==> config.mk <==
export PLATFORM = sky130hd
export DESIGN_NAME = audio_power_manager
export DESIGN_NICKNAME = d
export VERILOG_FILES = /design/src/audio_pm_pkg.sv /design/src/wake_link_if.sv /design/src/audio_power_manager.sv /design/src/audio_prescaler.sv /design/src/wake_detect.sv
export SDC_FILE = /design/constraint.sdc
export NUM_CORES = 1
export LEC_CHECK = 0
export BUFFER_PORTS_ARGS = -buffer_cell sky130_fd_sc_hd__buf_2
export CAP_MARGIN = 20
export CORE_ASPECT_RATIO = 1.5
export CORE_MARGIN = 3
export CORE_UTILIZATION = 32
export CTS_CLUSTER_DIAMETER = 60
export DETAILED_ROUTE_END_ITERATION = 12
export HOLD_SLACK_MARGIN = 0.05
export MAX_ROUTING_LAYER = met4
export PLACE_DENSITY = 0.62
export SETUP_SLACK_MARGIN = 0.05
export SYNTH_ARGS = -nofsm -noshare
export SYNTH_HDL_FRONTEND = slang
export SYNTH_SLANG_ARGS = --single-unit
==> constraint.sdc <==
create_clock -name clk_i -period 4.5 [get_ports clk_i]
set_input_delay 0.225 -clock clk_i [delete_from_list [all_inputs] [get_ports clk_i]]
set_output_delay 0.225 -clock clk_i [all_outputs]
set_load 0.005 [all_outputs]
==> src/audio_pm_pkg.sv <==
package audio_pm_pkg;

	localparam int DATA_W = 32;
	localparam int ADDR_W = 32;
	localparam int SEL_W = 4;
	localparam int FB_W = 9;
	localparam int OD_W = 2;
	localparam int IN_W = 5;
	localparam int NF_W = 10;
	localparam int NR_W = 6;
	localparam int NO_W = 3;
	localparam int DIV_W = 8;
	localparam int WAKE_N = 2;
	localparam int IRQ_N = 4;

	localparam logic [ADDR_W-1:0] ADDR_AUDIO_PLL = 32'hfff0_0010;
	localparam logic [ADDR_W-1:0] ADDR_AUDIO_ROUTE = 32'hfff0_0014;
	localparam logic [ADDR_W-1:0] ADDR_WAKE_CTRL = 32'hfff0_0020;
	localparam logic [ADDR_W-1:0] ADDR_WAKE_FLAGS = 32'hfff0_0024;
	localparam logic [ADDR_W-1:0] ADDR_POWER_MODE = 32'hfff0_0028;
	localparam logic [ADDR_W-1:0] ADDR_XCVR_PATH = 32'hfff0_0030;

	localparam logic [DATA_W-1:0] AUDIO_PLL_RESET = 32'h0001_0000;
	localparam logic [DATA_W-1:0] ZERO_WORD = 32'h0000_0000;

	// Crystal reference shared with the system PLL, and the audio targets
	localparam int REF_CLOCK_HZ = 15_000_000;
	localparam int AUDIO_TARGET_A_HZ = 12_288_000;
	localparam int AUDIO_TARGET_B_HZ = 16_934_000;

	localparam logic [NF_W-1:0] FB_OFFSET = 10'h002;
	localparam logic [NR_W-1:0] IN_OFFSET = 6'h02;
	localparam logic [NO_W-1:0] NO_ONE = 3'h1;
	localparam logic [NO_W-1:0] NO_TWO = 3'h2;
	localparam logic [NO_W-1:0] NO_FOUR = 3'h4;
	localparam logic [OD_W-1:0] OD_BY1 = 2'h0;
	localparam logic [OD_W-1:0] OD_BY4 = 2'h3;
	localparam logic [DIV_W-1:0] DIV_ONE = 8'h01;

	typedef struct packed {
		logic [14:0] reserved;
		logic audio_pll_power_off;
		logic [FB_W-1:0] audio_pll_feedback_div;
		logic [OD_W-1:0] audio_pll_output_div;
		logic [IN_W-1:0] audio_pll_input_div;
	} audio_pll_control_s;

	typedef struct packed {
		logic [22:0] reserved;
		logic audio_clock_route_enable;
		logic [DIV_W-1:0] audio_clock_divisor;
	} audio_clock_route_s;

	typedef struct packed {
		logic [25:0] reserved_hi;
		logic [WAKE_N-1:0] wake_level_select;
		logic [1:0] reserved_lo;
		logic [WAKE_N-1:0] wake_source_enable;
	} wake_control_s;

	typedef struct packed {
		logic [28:0] reserved;
		logic memory_clock_halt;
		logic deep_sleep_enable;
		logic idle_enable;
	} power_mode_control_s;

	typedef enum logic [1:0] {
		PM_RUN = 2'b00,
		PM_IDLE = 2'b01,
		PM_SLEEP = 2'b11
	} pm_state_e;

	function automatic logic [NF_W-1:0] feedback_divisor(input logic [FB_W-1:0] fb);
		feedback_divisor = {1'b0, fb} + FB_OFFSET;
	endfunction : feedback_divisor

	function automatic logic [NR_W-1:0] input_divisor(input logic [IN_W-1:0] in_div);
		input_divisor = {1'b0, in_div} + IN_OFFSET;
	endfunction : input_divisor

	function automatic logic [NO_W-1:0] output_divisor(input logic [OD_W-1:0] od);
		case (od)
			OD_BY1: output_divisor = NO_ONE;
			OD_BY4: output_divisor = NO_FOUR;
			default: output_divisor = NO_TWO;
		endcase
	endfunction : output_divisor

	function automatic logic [DATA_W-1:0] merge_bytes(input logic [DATA_W-1:0] old_v,
			input logic [DATA_W-1:0] new_v, input logic [SEL_W-1:0] sel);
		merge_bytes = old_v;
		for (int i = 0; i < SEL_W; i++) begin
			if (sel[i]) begin
				merge_bytes[i*8 +: 8] = new_v[i*8 +: 8];
			end
		end
	endfunction : merge_bytes

endpackage : audio_pm_pkg

==> src/wake_link_if.sv <==
interface wake_link_if;
	import audio_pm_pkg::*;
	logic [WAKE_N-1:0] enable;
	logic [WAKE_N-1:0] level_high;
	logic sleeping;
	logic wake;
	logic [WAKE_N-1:0] hits;

	modport control (output enable, output level_high, output sleeping, input wake, input hits);
	modport detect (input enable, input level_high, input sleeping, output wake, output hits);
endinterface : wake_link_if
==> src/audio_power_manager.sv <==
// Operation
// - Audio PLL power-off bit 16 holds PLL down when set, reset default set
// - Feedback field bits 15:7 divides oscillator output by value plus two
// - Input field bits 4:0 divides the reference by value plus two
// - Output field bits 6:5 divides by 1, 2, 2 or 4
// - Output frequency is reference times feedback over input and output divisors
// - Route enable bit 8 passes PLL output to audio clock, else blocks it
// - Divisor bits 7:0 give audio clock as PLL output over value plus one
// - Level bits 5 and 4 pick high or low wake level for inputs 1, 0
// - Enable bits 1 and 0 permit wakeup by inputs 1 and 0
// - Flag bits 1 and 0 read one when that input woke the chip
// - Idle bit 0 stops core clock; enabled peripherals keep running
// - Any normal or fast interrupt request releases the core from idle
// - Memory halt bit 2 with idle stops memory controller clock
// - Power-down bit 1 stops oscillator and both PLLs
// - Inputs 3 to 0, keypad or reset pin end power-down
// - Transceiver bit 0 selects host when set, device when clear
// - Audio PLL uses the 15 MHz crystal and targets audio rates
//
// Added by the designer: the Wishbone slave port.
module audio_power_manager import audio_pm_pkg::*; (
	input wire logic clk_i,
	input wire logic rst_i,
	input wire logic wb_cyc_i,
	input wire logic wb_stb_i,
	input wire logic wb_we_i,
	input wire logic [ADDR_W-1:0] wb_adr_i,
	input wire logic [SEL_W-1:0] wb_sel_i,
	input wire logic [DATA_W-1:0] wb_dat_i,
	output logic [DATA_W-1:0] wb_dat_o,
	output logic wb_ack_o,
	input wire logic [IRQ_N-1:0] external_interrupt_n_i,
	input wire logic fast_interrupt_n_i,
	input wire logic keypad_wake_i,
	input wire logic reset_pin_wake_i,
	input wire logic audio_pll_tick_i,
	output logic audio_pll_power_off_o,
	output logic [FB_W-1:0] audio_pll_feedback_div_o,
	output logic [OD_W-1:0] audio_pll_output_div_o,
	output logic [IN_W-1:0] audio_pll_input_div_o,
	output logic [NF_W-1:0] audio_pll_nf_o,
	output logic [NR_W-1:0] audio_pll_nr_o,
	output logic [NO_W-1:0] audio_pll_no_o,
	output logic audio_clock_tick_o,
	output logic core_clock_enable_o,
	output logic memory_clock_enable_o,
	output logic oscillator_stop_o,
	output logic system_pll_stop_o,
	output logic core_idle_o,
	output logic power_down_o,
	output logic transceiver_host_select_o
);

	typedef struct packed {
		audio_pll_control_s pll;
		audio_clock_route_s route;
		wake_control_s wake;
		logic [WAKE_N-1:0] flags;
		power_mode_control_s pmode;
		logic host_select;
		pm_state_e mode;
		logic ack;
		logic [DATA_W-1:0] rdata;
		logic [NF_W-1:0] nf;
		logic [NR_W-1:0] nr;
		logic [NO_W-1:0] no;
	} manager_state_s;

	manager_state_s state;
	manager_state_s next_state;
	wake_link_if link ();
	logic request;
	logic write_now;
	logic [DATA_W-1:0] wdata;
	logic [DATA_W-1:0] flag_word;
	logic [DATA_W-1:0] host_word;
	logic interrupt_request;
	logic audio_enable;

	wake_detect wake_unit (
		.clk_i(clk_i),
		.rst_i(rst_i),
		.external_interrupt_n_i(external_interrupt_n_i),
		.keypad_wake_i(keypad_wake_i),
		.reset_pin_wake_i(reset_pin_wake_i),
		.link(link)
	);

	assign link.enable = state.wake.wake_source_enable;
	assign link.level_high = state.wake.wake_level_select;
	assign link.sleeping = (state.mode == PM_SLEEP);

	// No audio clock while the path is blocked or its PLL has no power
	assign audio_enable = state.route.audio_clock_route_enable & ~audio_pll_power_off_o;

	audio_prescaler prescaler (
		.clk_i(clk_i),
		.rst_i(rst_i),
		.enable_i(audio_enable),
		.divisor_i(state.route.audio_clock_divisor),
		.pll_tick_i(audio_pll_tick_i),
		.audio_tick_o(audio_clock_tick_o)
	);

	assign request = wb_cyc_i & wb_stb_i;
	// One write per transfer: taken in the cycle that raises ack
	assign write_now = request & wb_we_i & ~state.ack;
	assign interrupt_request = ~&external_interrupt_n_i | ~fast_interrupt_n_i;
	assign flag_word = {{(DATA_W-WAKE_N){1'b0}}, state.flags};
	assign host_word = {{(DATA_W-1){1'b0}}, state.host_select};

	always_comb begin
		wdata = ZERO_WORD;
		next_state = state;
		next_state.ack = request & ~state.ack;

		// Register reads; unmapped addresses answer with zero
		if (request & ~state.ack) begin
			case (wb_adr_i)
				ADDR_AUDIO_PLL: next_state.rdata = state.pll;
				ADDR_AUDIO_ROUTE: next_state.rdata = state.route;
				ADDR_WAKE_CTRL: next_state.rdata = state.wake;
				ADDR_WAKE_FLAGS: next_state.rdata = flag_word;
				ADDR_POWER_MODE: next_state.rdata = state.pmode;
				ADDR_XCVR_PATH: next_state.rdata = host_word;
				default: next_state.rdata = ZERO_WORD;
			endcase
		end

		// Register writes with byte lanes; reserved bits stay zero
		if (write_now) begin
			case (wb_adr_i)
				ADDR_AUDIO_PLL: begin
					next_state.pll = merge_bytes(state.pll, wb_dat_i, wb_sel_i);
					next_state.pll.reserved = '0;
				end
				ADDR_AUDIO_ROUTE: begin
					next_state.route = merge_bytes(state.route, wb_dat_i, wb_sel_i);
					next_state.route.reserved = '0;
				end
				ADDR_WAKE_CTRL: begin
					next_state.wake = merge_bytes(state.wake, wb_dat_i, wb_sel_i);
					next_state.wake.reserved_hi = '0;
					next_state.wake.reserved_lo = '0;
				end
				ADDR_WAKE_FLAGS: begin
					wdata = merge_bytes(flag_word, wb_dat_i, wb_sel_i);
					next_state.flags = state.flags & wdata[WAKE_N-1:0];
				end
				ADDR_POWER_MODE: begin
					next_state.pmode = merge_bytes(state.pmode, wb_dat_i, wb_sel_i);
					next_state.pmode.reserved = '0;
				end
				ADDR_XCVR_PATH: begin
					wdata = merge_bytes(host_word, wb_dat_i, wb_sel_i);
					next_state.host_select = wdata[0];
				end
				default: begin
					next_state.rdata = next_state.rdata;
				end
			endcase
		end

		// Power mode sequencing; deep sleep outranks idle
		case (state.mode)
			PM_RUN: begin
				if (next_state.pmode.deep_sleep_enable) begin
					next_state.mode = PM_SLEEP;
				end else if (next_state.pmode.idle_enable) begin
					next_state.mode = PM_IDLE;
				end
			end
			PM_IDLE: begin
				if (next_state.pmode.deep_sleep_enable) begin
					next_state.mode = PM_SLEEP;
				end else if (interrupt_request | ~next_state.pmode.idle_enable) begin
					// Interrupt ends idle and drops the request bit
					next_state.mode = PM_RUN;
					next_state.pmode.idle_enable = 1'b0;
				end
			end
			PM_SLEEP: begin
				if (link.wake) begin
					next_state.mode = PM_RUN;
					next_state.pmode.deep_sleep_enable = 1'b0;
					next_state.pmode.idle_enable = 1'b0;
				end else if (~next_state.pmode.deep_sleep_enable) begin
					next_state.mode = PM_RUN;
				end
			end
			default: begin
				next_state.mode = PM_RUN;
			end
		endcase

		// Hardware set wins over a software clear in the same cycle
		if (state.mode == PM_SLEEP && link.wake) begin
			next_state.flags = next_state.flags | link.hits;
		end

		// Divisors held in flops so the analog side sees stable values
		next_state.nf = feedback_divisor(next_state.pll.audio_pll_feedback_div);
		next_state.nr = input_divisor(next_state.pll.audio_pll_input_div);
		next_state.no = output_divisor(next_state.pll.audio_pll_output_div);
	end

	always_ff @(posedge clk_i) begin
		if (rst_i) begin
			state <= '0;
			state.pll <= AUDIO_PLL_RESET;
			state.nf <= FB_OFFSET;
			state.nr <= IN_OFFSET;
			state.no <= NO_ONE;
			state.mode <= PM_RUN;
		end else begin
			state <= next_state;
		end
	end

	assign wb_ack_o = state.ack;
	assign wb_dat_o = state.rdata;

	// Fout = 15 MHz reference * nf / nr / no
	assign audio_pll_feedback_div_o = state.pll.audio_pll_feedback_div;
	assign audio_pll_output_div_o = state.pll.audio_pll_output_div;
	assign audio_pll_input_div_o = state.pll.audio_pll_input_div;
	assign audio_pll_nf_o = state.nf;
	assign audio_pll_nr_o = state.nr;
	assign audio_pll_no_o = state.no;

	assign power_down_o = (state.mode == PM_SLEEP);
	assign core_idle_o = (state.mode == PM_IDLE);
	assign audio_pll_power_off_o = state.pll.audio_pll_power_off | power_down_o;
	assign oscillator_stop_o = power_down_o;
	assign system_pll_stop_o = power_down_o;
	// Peripheral gating lives in the clock-gate register outside this block
	assign core_clock_enable_o = ~(core_idle_o | power_down_o);
	// Memory halt needs self-refresh first; nothing here checks it
	assign memory_clock_enable_o = ~((core_idle_o & state.pmode.memory_clock_halt) | power_down_o);
	assign transceiver_host_select_o = state.host_select;

endmodule : audio_power_manager

==> src/audio_prescaler.sv <==
module audio_prescaler import audio_pm_pkg::*; (
	input wire logic clk_i,
	input wire logic rst_i,
	input wire logic enable_i,
	input wire logic [DIV_W-1:0] divisor_i,
	input wire logic pll_tick_i,
	output logic audio_tick_o
);

	typedef struct packed {
		logic [DIV_W-1:0] count;
		logic tick;
	} audio_clock_divisor_state_s;

	audio_clock_divisor_state_s state;
	audio_clock_divisor_state_s next_state;

	always_comb begin
		next_state = state;
		next_state.tick = 1'b0;
		if (!enable_i) begin
			// Blocked path restarts the count so the first tick is full length
			next_state.count = '0;
		end else if (pll_tick_i) begin
			if (state.count >= divisor_i) begin
				next_state.count = '0;
				next_state.tick = 1'b1;
			end else begin
				next_state.count = state.count + DIV_ONE;
			end
		end
	end

	always_ff @(posedge clk_i) begin
		if (rst_i) begin
			state <= '0;
		end else begin
			state <= next_state;
		end
	end

	assign audio_tick_o = state.tick;

endmodule : audio_prescaler

==> src/wake_detect.sv <==
module wake_detect import audio_pm_pkg::*; (
	input wire logic clk_i,
	input wire logic rst_i,
	input wire logic [IRQ_N-1:0] external_interrupt_n_i,
	input wire logic keypad_wake_i,
	input wire logic reset_pin_wake_i,
	wake_link_if.detect link
);

	typedef struct packed {
		logic wake;
		logic [WAKE_N-1:0] hits;
	} wake_state_s;

	wake_state_s state;
	wake_state_s next_state;
	logic [WAKE_N-1:0] level_match;
	logic other_wake;

	always_comb begin
		// Selected level per input: high when the select bit is one
		level_match = ~(external_interrupt_n_i[WAKE_N-1:0] ^ link.level_high);
		// Upper inputs wake on their active low level only
		other_wake = ~&external_interrupt_n_i[IRQ_N-1:WAKE_N] | keypad_wake_i | reset_pin_wake_i;
		next_state.hits = link.sleeping ? (level_match & link.enable) : '0;
		next_state.wake = link.sleeping & ((|next_state.hits) | other_wake);
	end

	always_ff @(posedge clk_i) begin
		if (rst_i) begin
			state <= '0;
		end else begin
			state <= next_state;
		end
	end

	assign link.wake = state.wake;
	assign link.hits = state.hits;

endmodule : wake_detect

* Yosys cells after proc, flatten, opt, wreduce, memory -nomap -nowiden
Index checks and enable logic that the tools add are counted.
** Cells by class
- Add/sub/neg operators :: 3
- Order comparisons :: 1
- Equality and inequality tests :: 12
- Mux-type cells :: 35
- Bitwise gates (word level) :: 28
- Reductions and logical operators :: 17
** Operators with widths (number)
- 32-bit equality test (second input constant) :: 6
- 115-bit two-way mux :: 1
- 17-bit case mux with 6 select lines :: 1
- 8-bit two-way mux :: 4
- 2-bit two-way mux :: 13
- 3-bit AND reduction :: 7
- 16-bit two-way mux :: 1
- 6-bit two-way mux :: 2
- 9-bit by 2-bit adder with 10-bit output (second input constant) :: 1
- 9-bit two-way mux :: 1
- 8-bit by 1-bit adder with 8-bit output (second input constant) :: 1
- 8-bit greater-or-equal comparator :: 1
- 1-bit inverter :: 8
- 1-bit bitwise OR :: 8
- 1-bit bitwise AND :: 7
- 1-bit two-way mux :: 7
- 5-bit by 2-bit adder with 6-bit output (second input constant) :: 1
- 3-bit two-way mux :: 2
- 2-bit case mux with 3 select lines :: 1
- 3-bit case mux with 2 select lines :: 1
- 2-bit bitwise AND :: 2
- 2-bit equality test (second input constant) :: 2
- 2-bit logical NOT :: 2
- 4-bit AND reduction :: 1
- other kinds (13) :: 15
** Word-level totals
- Register bits :: 102
- Output and inout bits :: 77
- Logic and storage cells :: 119

* Longest topological paths before layout
- Depth after elaboration :: 12
- Depth in mapped cells :: 11
- Depth with buffers taken out :: 9

* Modules after synthesis
From an unflattened synthesis, not the netlist that was laid out.
** Unflattened totals
- Cell total of the unflattened synthesis :: 502
- Area total of the unflattened synthesis :: 4538.1 µm²
** By module, submodules not included
- audio_power_manager :: times used 1, cells each 425, area each 3799.9 µm², seq. area each 1461.4 µm²
- audio_prescaler :: times used 1, cells each 64, area each 624.3 µm², seq. area each 180.2 µm²
- wake_detect :: times used 1, cells each 13, area each 113.9 µm², seq. area each 60.1 µm²

* Worst setup path before layout
No wires, ideal clock.
- Kind :: input -> register
- From :: input wb_adr_i[5]
- To :: register state (netlist bit audio_pll_nf_o[3])
- Arrival :: 2.559 ns
- Path slack :: 1.813 ns
- Stages :: 9
- Buffers on the path :: 1
- Cells stage by stage :: or4b_4 -> or3_4 -> nor4_4 -> buf_6 -> mux2_2 -> ha_1 -> inv_1 -> xnor2_1 -> nor2_1
** RTL lines
- from (decl) :: line audio_power_manager.sv:27 : input wire logic [ADDR_W-1:0] wb_adr_i,
- to (signal assigned) :: line audio_power_manager.sv:216 : state <= next_state;
- to (decl) :: line audio_power_manager.sv:69 : manager_state_s state;

==> key figures <==
Status
  – Outcome: finished clean

Setup path
  – Worst R2R Path Depth: 6
  – Max incr delay on CP: between 0.5 and 0.6 ns
  – Setup CP Type: input port to flop
  – CP max stage cell: or4b_4
  – Req. time, crit path: between 4 and 5 ns
  – Crit path buf inv count: 3
  – Critical Path End Type: flop
  – Worst Path Arrival: about 2.8 ns
  – Family with the most delay on the worst path: simple AND/OR/NAND/NOR gates
  – Critical path startpoint: wb_adr_i[5]
  – Worst path cell trace: buf_2, or4b_4, or3_4, nor4_4, buf_4, mux2_2, ha_1, inv_1, xnor2_1, nor2_1
  – Worst R2R Start: wb_ack_o
  – R2R Path End: state[121]
  – Stages on worst setup path: 10
  – Register-to-register setup slack: approximately 2.1 ns
  – Kind of start point of the critical path: input port
  – Critical Path End: audio_pll_nf_o[3]
  – CP Max Fanout: 14

Timing
  – Final Max Tran Viols: 0
  – Worst clock skew: 0.00591 ns
  – Setup_tns: 0 ns
  – Slew headroom: between 30% and 40%
  – RSZ-0062 raised after global routing: no
  – Fin crit share: a little under three fifths
  – F_max: a little under 0.4 GHz
  – Period minus WS final: approximately 2.6 ns
  – Final hold violations: 0
  – Worst Max-Slew Pin Slew: around 0.93 ns
  – Final setup fails: 0

Layout
  – Fin nets: 650
  – Area Growth Syn to Fin: 14.5%
  – Final Cell Area: 0.00515 mm^2
  – Share of cells above drive strength 1: ~30%
  – Fillers: approximately 1,400

Global routing
  – Overflow after GRT: 0
  – Tot GR Track Use: 15.5%
  – Largest net degree at the start of global routing: 37
  – First-pass GRT wire length: approximately 18,000 um
  – Initial antenna violation count: 2
  – Vias in the first global route: between 3,000 and 4,000

Routing
  – Post-Route WL: about 12,000 um
  – Routed Antenna Nets: 0
  – Wire length per cell: between 15 and 20 um
  – Iter 0 DRT Violations: 150
  – Vias/cell: 4.99
  – First-pass iteration count of the detailed router: 4
  – DR vias: 3,619
  – Residual DRC: 0

Clocking
  – Clk buf depth: 2
  – Clk_lat worst skew: about 0.33 ns
  – Sink Count: 85
  – CTS Hold Bufs: 0
  – Post_cts resized: 0
  – CTS tree: built
  – Worst-path clk slew: approximately 0.060 ns
  – Root buffer cell: clkbuf_16
  – H-tree levels: 3
  – Post-CTS Setup Repair Bufs: 0
  – Cts bufs inserted: 9

Placement
  – DP HPWL: 9110 um
  – Global placer's final weighted congestion: 0.842
  – Placed inst area: 0.00481 mm^2
  – Port Buffers: 126

Yosys
  – Yosys top cell by area: dfxtp_1
  – Cell count after synthesis: approximately 490
  – Ys flop type: dfxtp_1
  – Post-synthesis sequential area ratio: 37.8%
  – Post-synthesis async set-or-reset flop share: 0%
  – Yosys cell types: 62
  – Synthesized cell area: ~0.0045 mm^2
  – Post-synth EDFFs: 0
  – Number of synthesized register bits: 85
  – Top post-synthesis cells by area: dfxtp_1, buf_4, mux2i_1, nor2_1, ha_1
  – Syn Area/Cell: roughly 9.2 um^2
  – Yosys top cell area share: 37.8%
  – Yosys warnings: 0

Floorplanning
  – Core area: between 0.01 and 0.015 mm^2
  – Placement Rows: 52
  – Top Ports: about 160
  – Die area: 0.0156 mm^2
  – Die span in x: 103 um
  – Initial Utilization: approximately a third
  – Die Ht: approximately 150 um

Power
  – VDD IR-drop max: approximately 0.17 mV
  – Power per cell area: 318 mW/mm^2
  – Leakage: 2.17 nW

Worst hold path
  – Hold Path Class: input port to flop

Flow run
  – Max-cap viol count: 0
==> layout make-up <==
cell class	count	area, um^2	area share (%)
Antenna cell	2	5.00	0.0971
Clock buffer	11	253	4.90
Clock inverter	5	82.6	1.60
Inverter	21	78.8	1.53
Multi-Input combinational cell	310	2180	42.3
Sequential cell	85	1700	33.0
Tap cell	162	203	3.93
Timing Repair Buffer	129	653	12.7
==> worst register-to-register path, cell delays in order, from the launching register on <==
cell and delay (ns):
dfxtp_1 0.32, and3b_1 0.40, nand3_1 0.25, or3_1 0.49, nor2_2 0.52, mux2i_1 0.26
nor2_1 0.05
==> through the flow <==
stage / worst slack [ns] / power, mW / cells / hold WS, ns / util, %
after CTS: 1.93 / 1.66 / 723 / 0.0980 / 37.7
after global placement: 1.61 / 0.846 / 707 / 0.438 / 35.2
after detailed placement: 1.58 / 0.848 / 707 / 0.442 / 35.2
after global routing: 1.80 / 1.70 / 725 / 0.110 / 37.7
after floorplan: 1.81 / 0.814 / 505 / 0.354 / -
final: 1.92 / 1.64 / 725 / 0.108 / 37.7
==> state kept, by name, indices dropped and copies added (netlist names), 3 cells and up <==
register,cells
wb_dat_o,17
audio_pll_nr_o,5
audio_pll_input_div_o,5
state,15
audio_pll_nf_o,9
prescaler.state,8
audio_pll_feedback_div_o,9
audio_pll_no_o,3
==> cells in the mapped netlist, types with 2 or more instances <==
cell and number:
and3_1 2, nor3b_1 2, o41ai_1 2, a21o_1 5, dfxtp_1 85, a21oi_1 8
a311oi_1 2, nor2b_1 5, nor4b_1 3, nand2_1 20, o21a_1 2, inv_1 21
nand3_1 12, or2_2 3, nor2_1 49, clkbuf_1 17, nor3_1 14, ha_1 13
or2_1 3, nor4_1 4, buf_4 69, or3_1 3, mux2_2 4, nand4_1 9
nand2b_1 7, a22o_1 11, a311o_1 2, mux2i_1 39, xnor2_1 7, or4b_4 2
nand3b_1 3, a211oi_1 10, o21ai_0 6, xor2_1 7, a22oi_1 11, o2bb2ai_1 3
==> cells in the final DEF, fill, tap and decap left out, types with 3 or more instances in the layout <==
| cell type | n |
|---|---|
| or3_1 | 3 |
| buf_4 | 3 |
| nor4b_1 | 3 |
| xor2_1 | 7 |
| conb_1 | 15 |
| nand3b_1 | 3 |
| nor2b_1 | 5 |
| mux2_2 | 4 |
| or2_2 | 3 |
| a22o_1 | 11 |
| clkbuf_16 | 9 |
| nand3_1 | 12 |
| ha_1 | 13 |
| dfxtp_1 | 85 |
| o21ai_0 | 6 |
| nand4_1 | 9 |
| nand2b_1 | 7 |
| a211oi_1 | 10 |
| o2bb2ai_1 | 3 |
| buf_2 | 126 |
| a22oi_1 | 11 |
| xnor2_1 | 7 |
| mux2i_1 | 39 |
| nand2_1 | 20 |
| a21oi_1 | 8 |
| inv_1 | 21 |
| nor2_1 | 49 |
| nor4_1 | 3 |
| or2_1 | 3 |
| a21o_1 | 5 |
| nor3_1 | 14 |
==> worst min path at each step <==
stage / from / to / slack, ns / cells after the start
2_1_floorplan: wb_dat_i[16] / state[169] / 0.35 / 2
3_3_place_gp: wake_unit.link.hits[1] / flag_word[1] / 0.44 / 2
3_5_place_dp: wake_unit.link.hits[0] / flag_word[0] / 0.44 / 2
4_1_cts: wb_dat_i[16] / state[169] / 0.1 / 3
5_1_grt: wb_dat_i[16] / state[169] / 0.11 / 3
6_report: wb_dat_i[16] / state[169] / 0.11 / 3
==> where the power goes <==
group          leakage, nW  internal [mW]  total [mW]  switching (mW)
clock network        0.166          0.517       0.809           0.291
registers            0.685          0.753       0.754        0.000452
logic                 1.32         0.0306      0.0773          0.0467
==> routing by layer <==
metal  wire (um)  GRT usage, %  share of wire (%)
met5           0             -                  0
met4         230          5.70                2.0
met3         660          3.69                5.7
met2        6330          28.8                 55
met1        4310          15.3                 37
==> logic make-up (layout without fill, tap and decap cells) <==
group,Yosys count,in the layout,share of synthesized area (%)
buffers and inverters,110,166,15.1
other,1,17,0.0833
adder cells (fa/ha/maj),13,13,3.61
AND/OR/NAND/NOR,155,155,19.1
AO/OA/AOI/OAI,70,70,11.8
flip-flops,85,85,37.8
multiplexers,43,43,9.67
XOR/XNOR,14,14,2.72
Note: power is estimated with default switching activity, not from simulation.
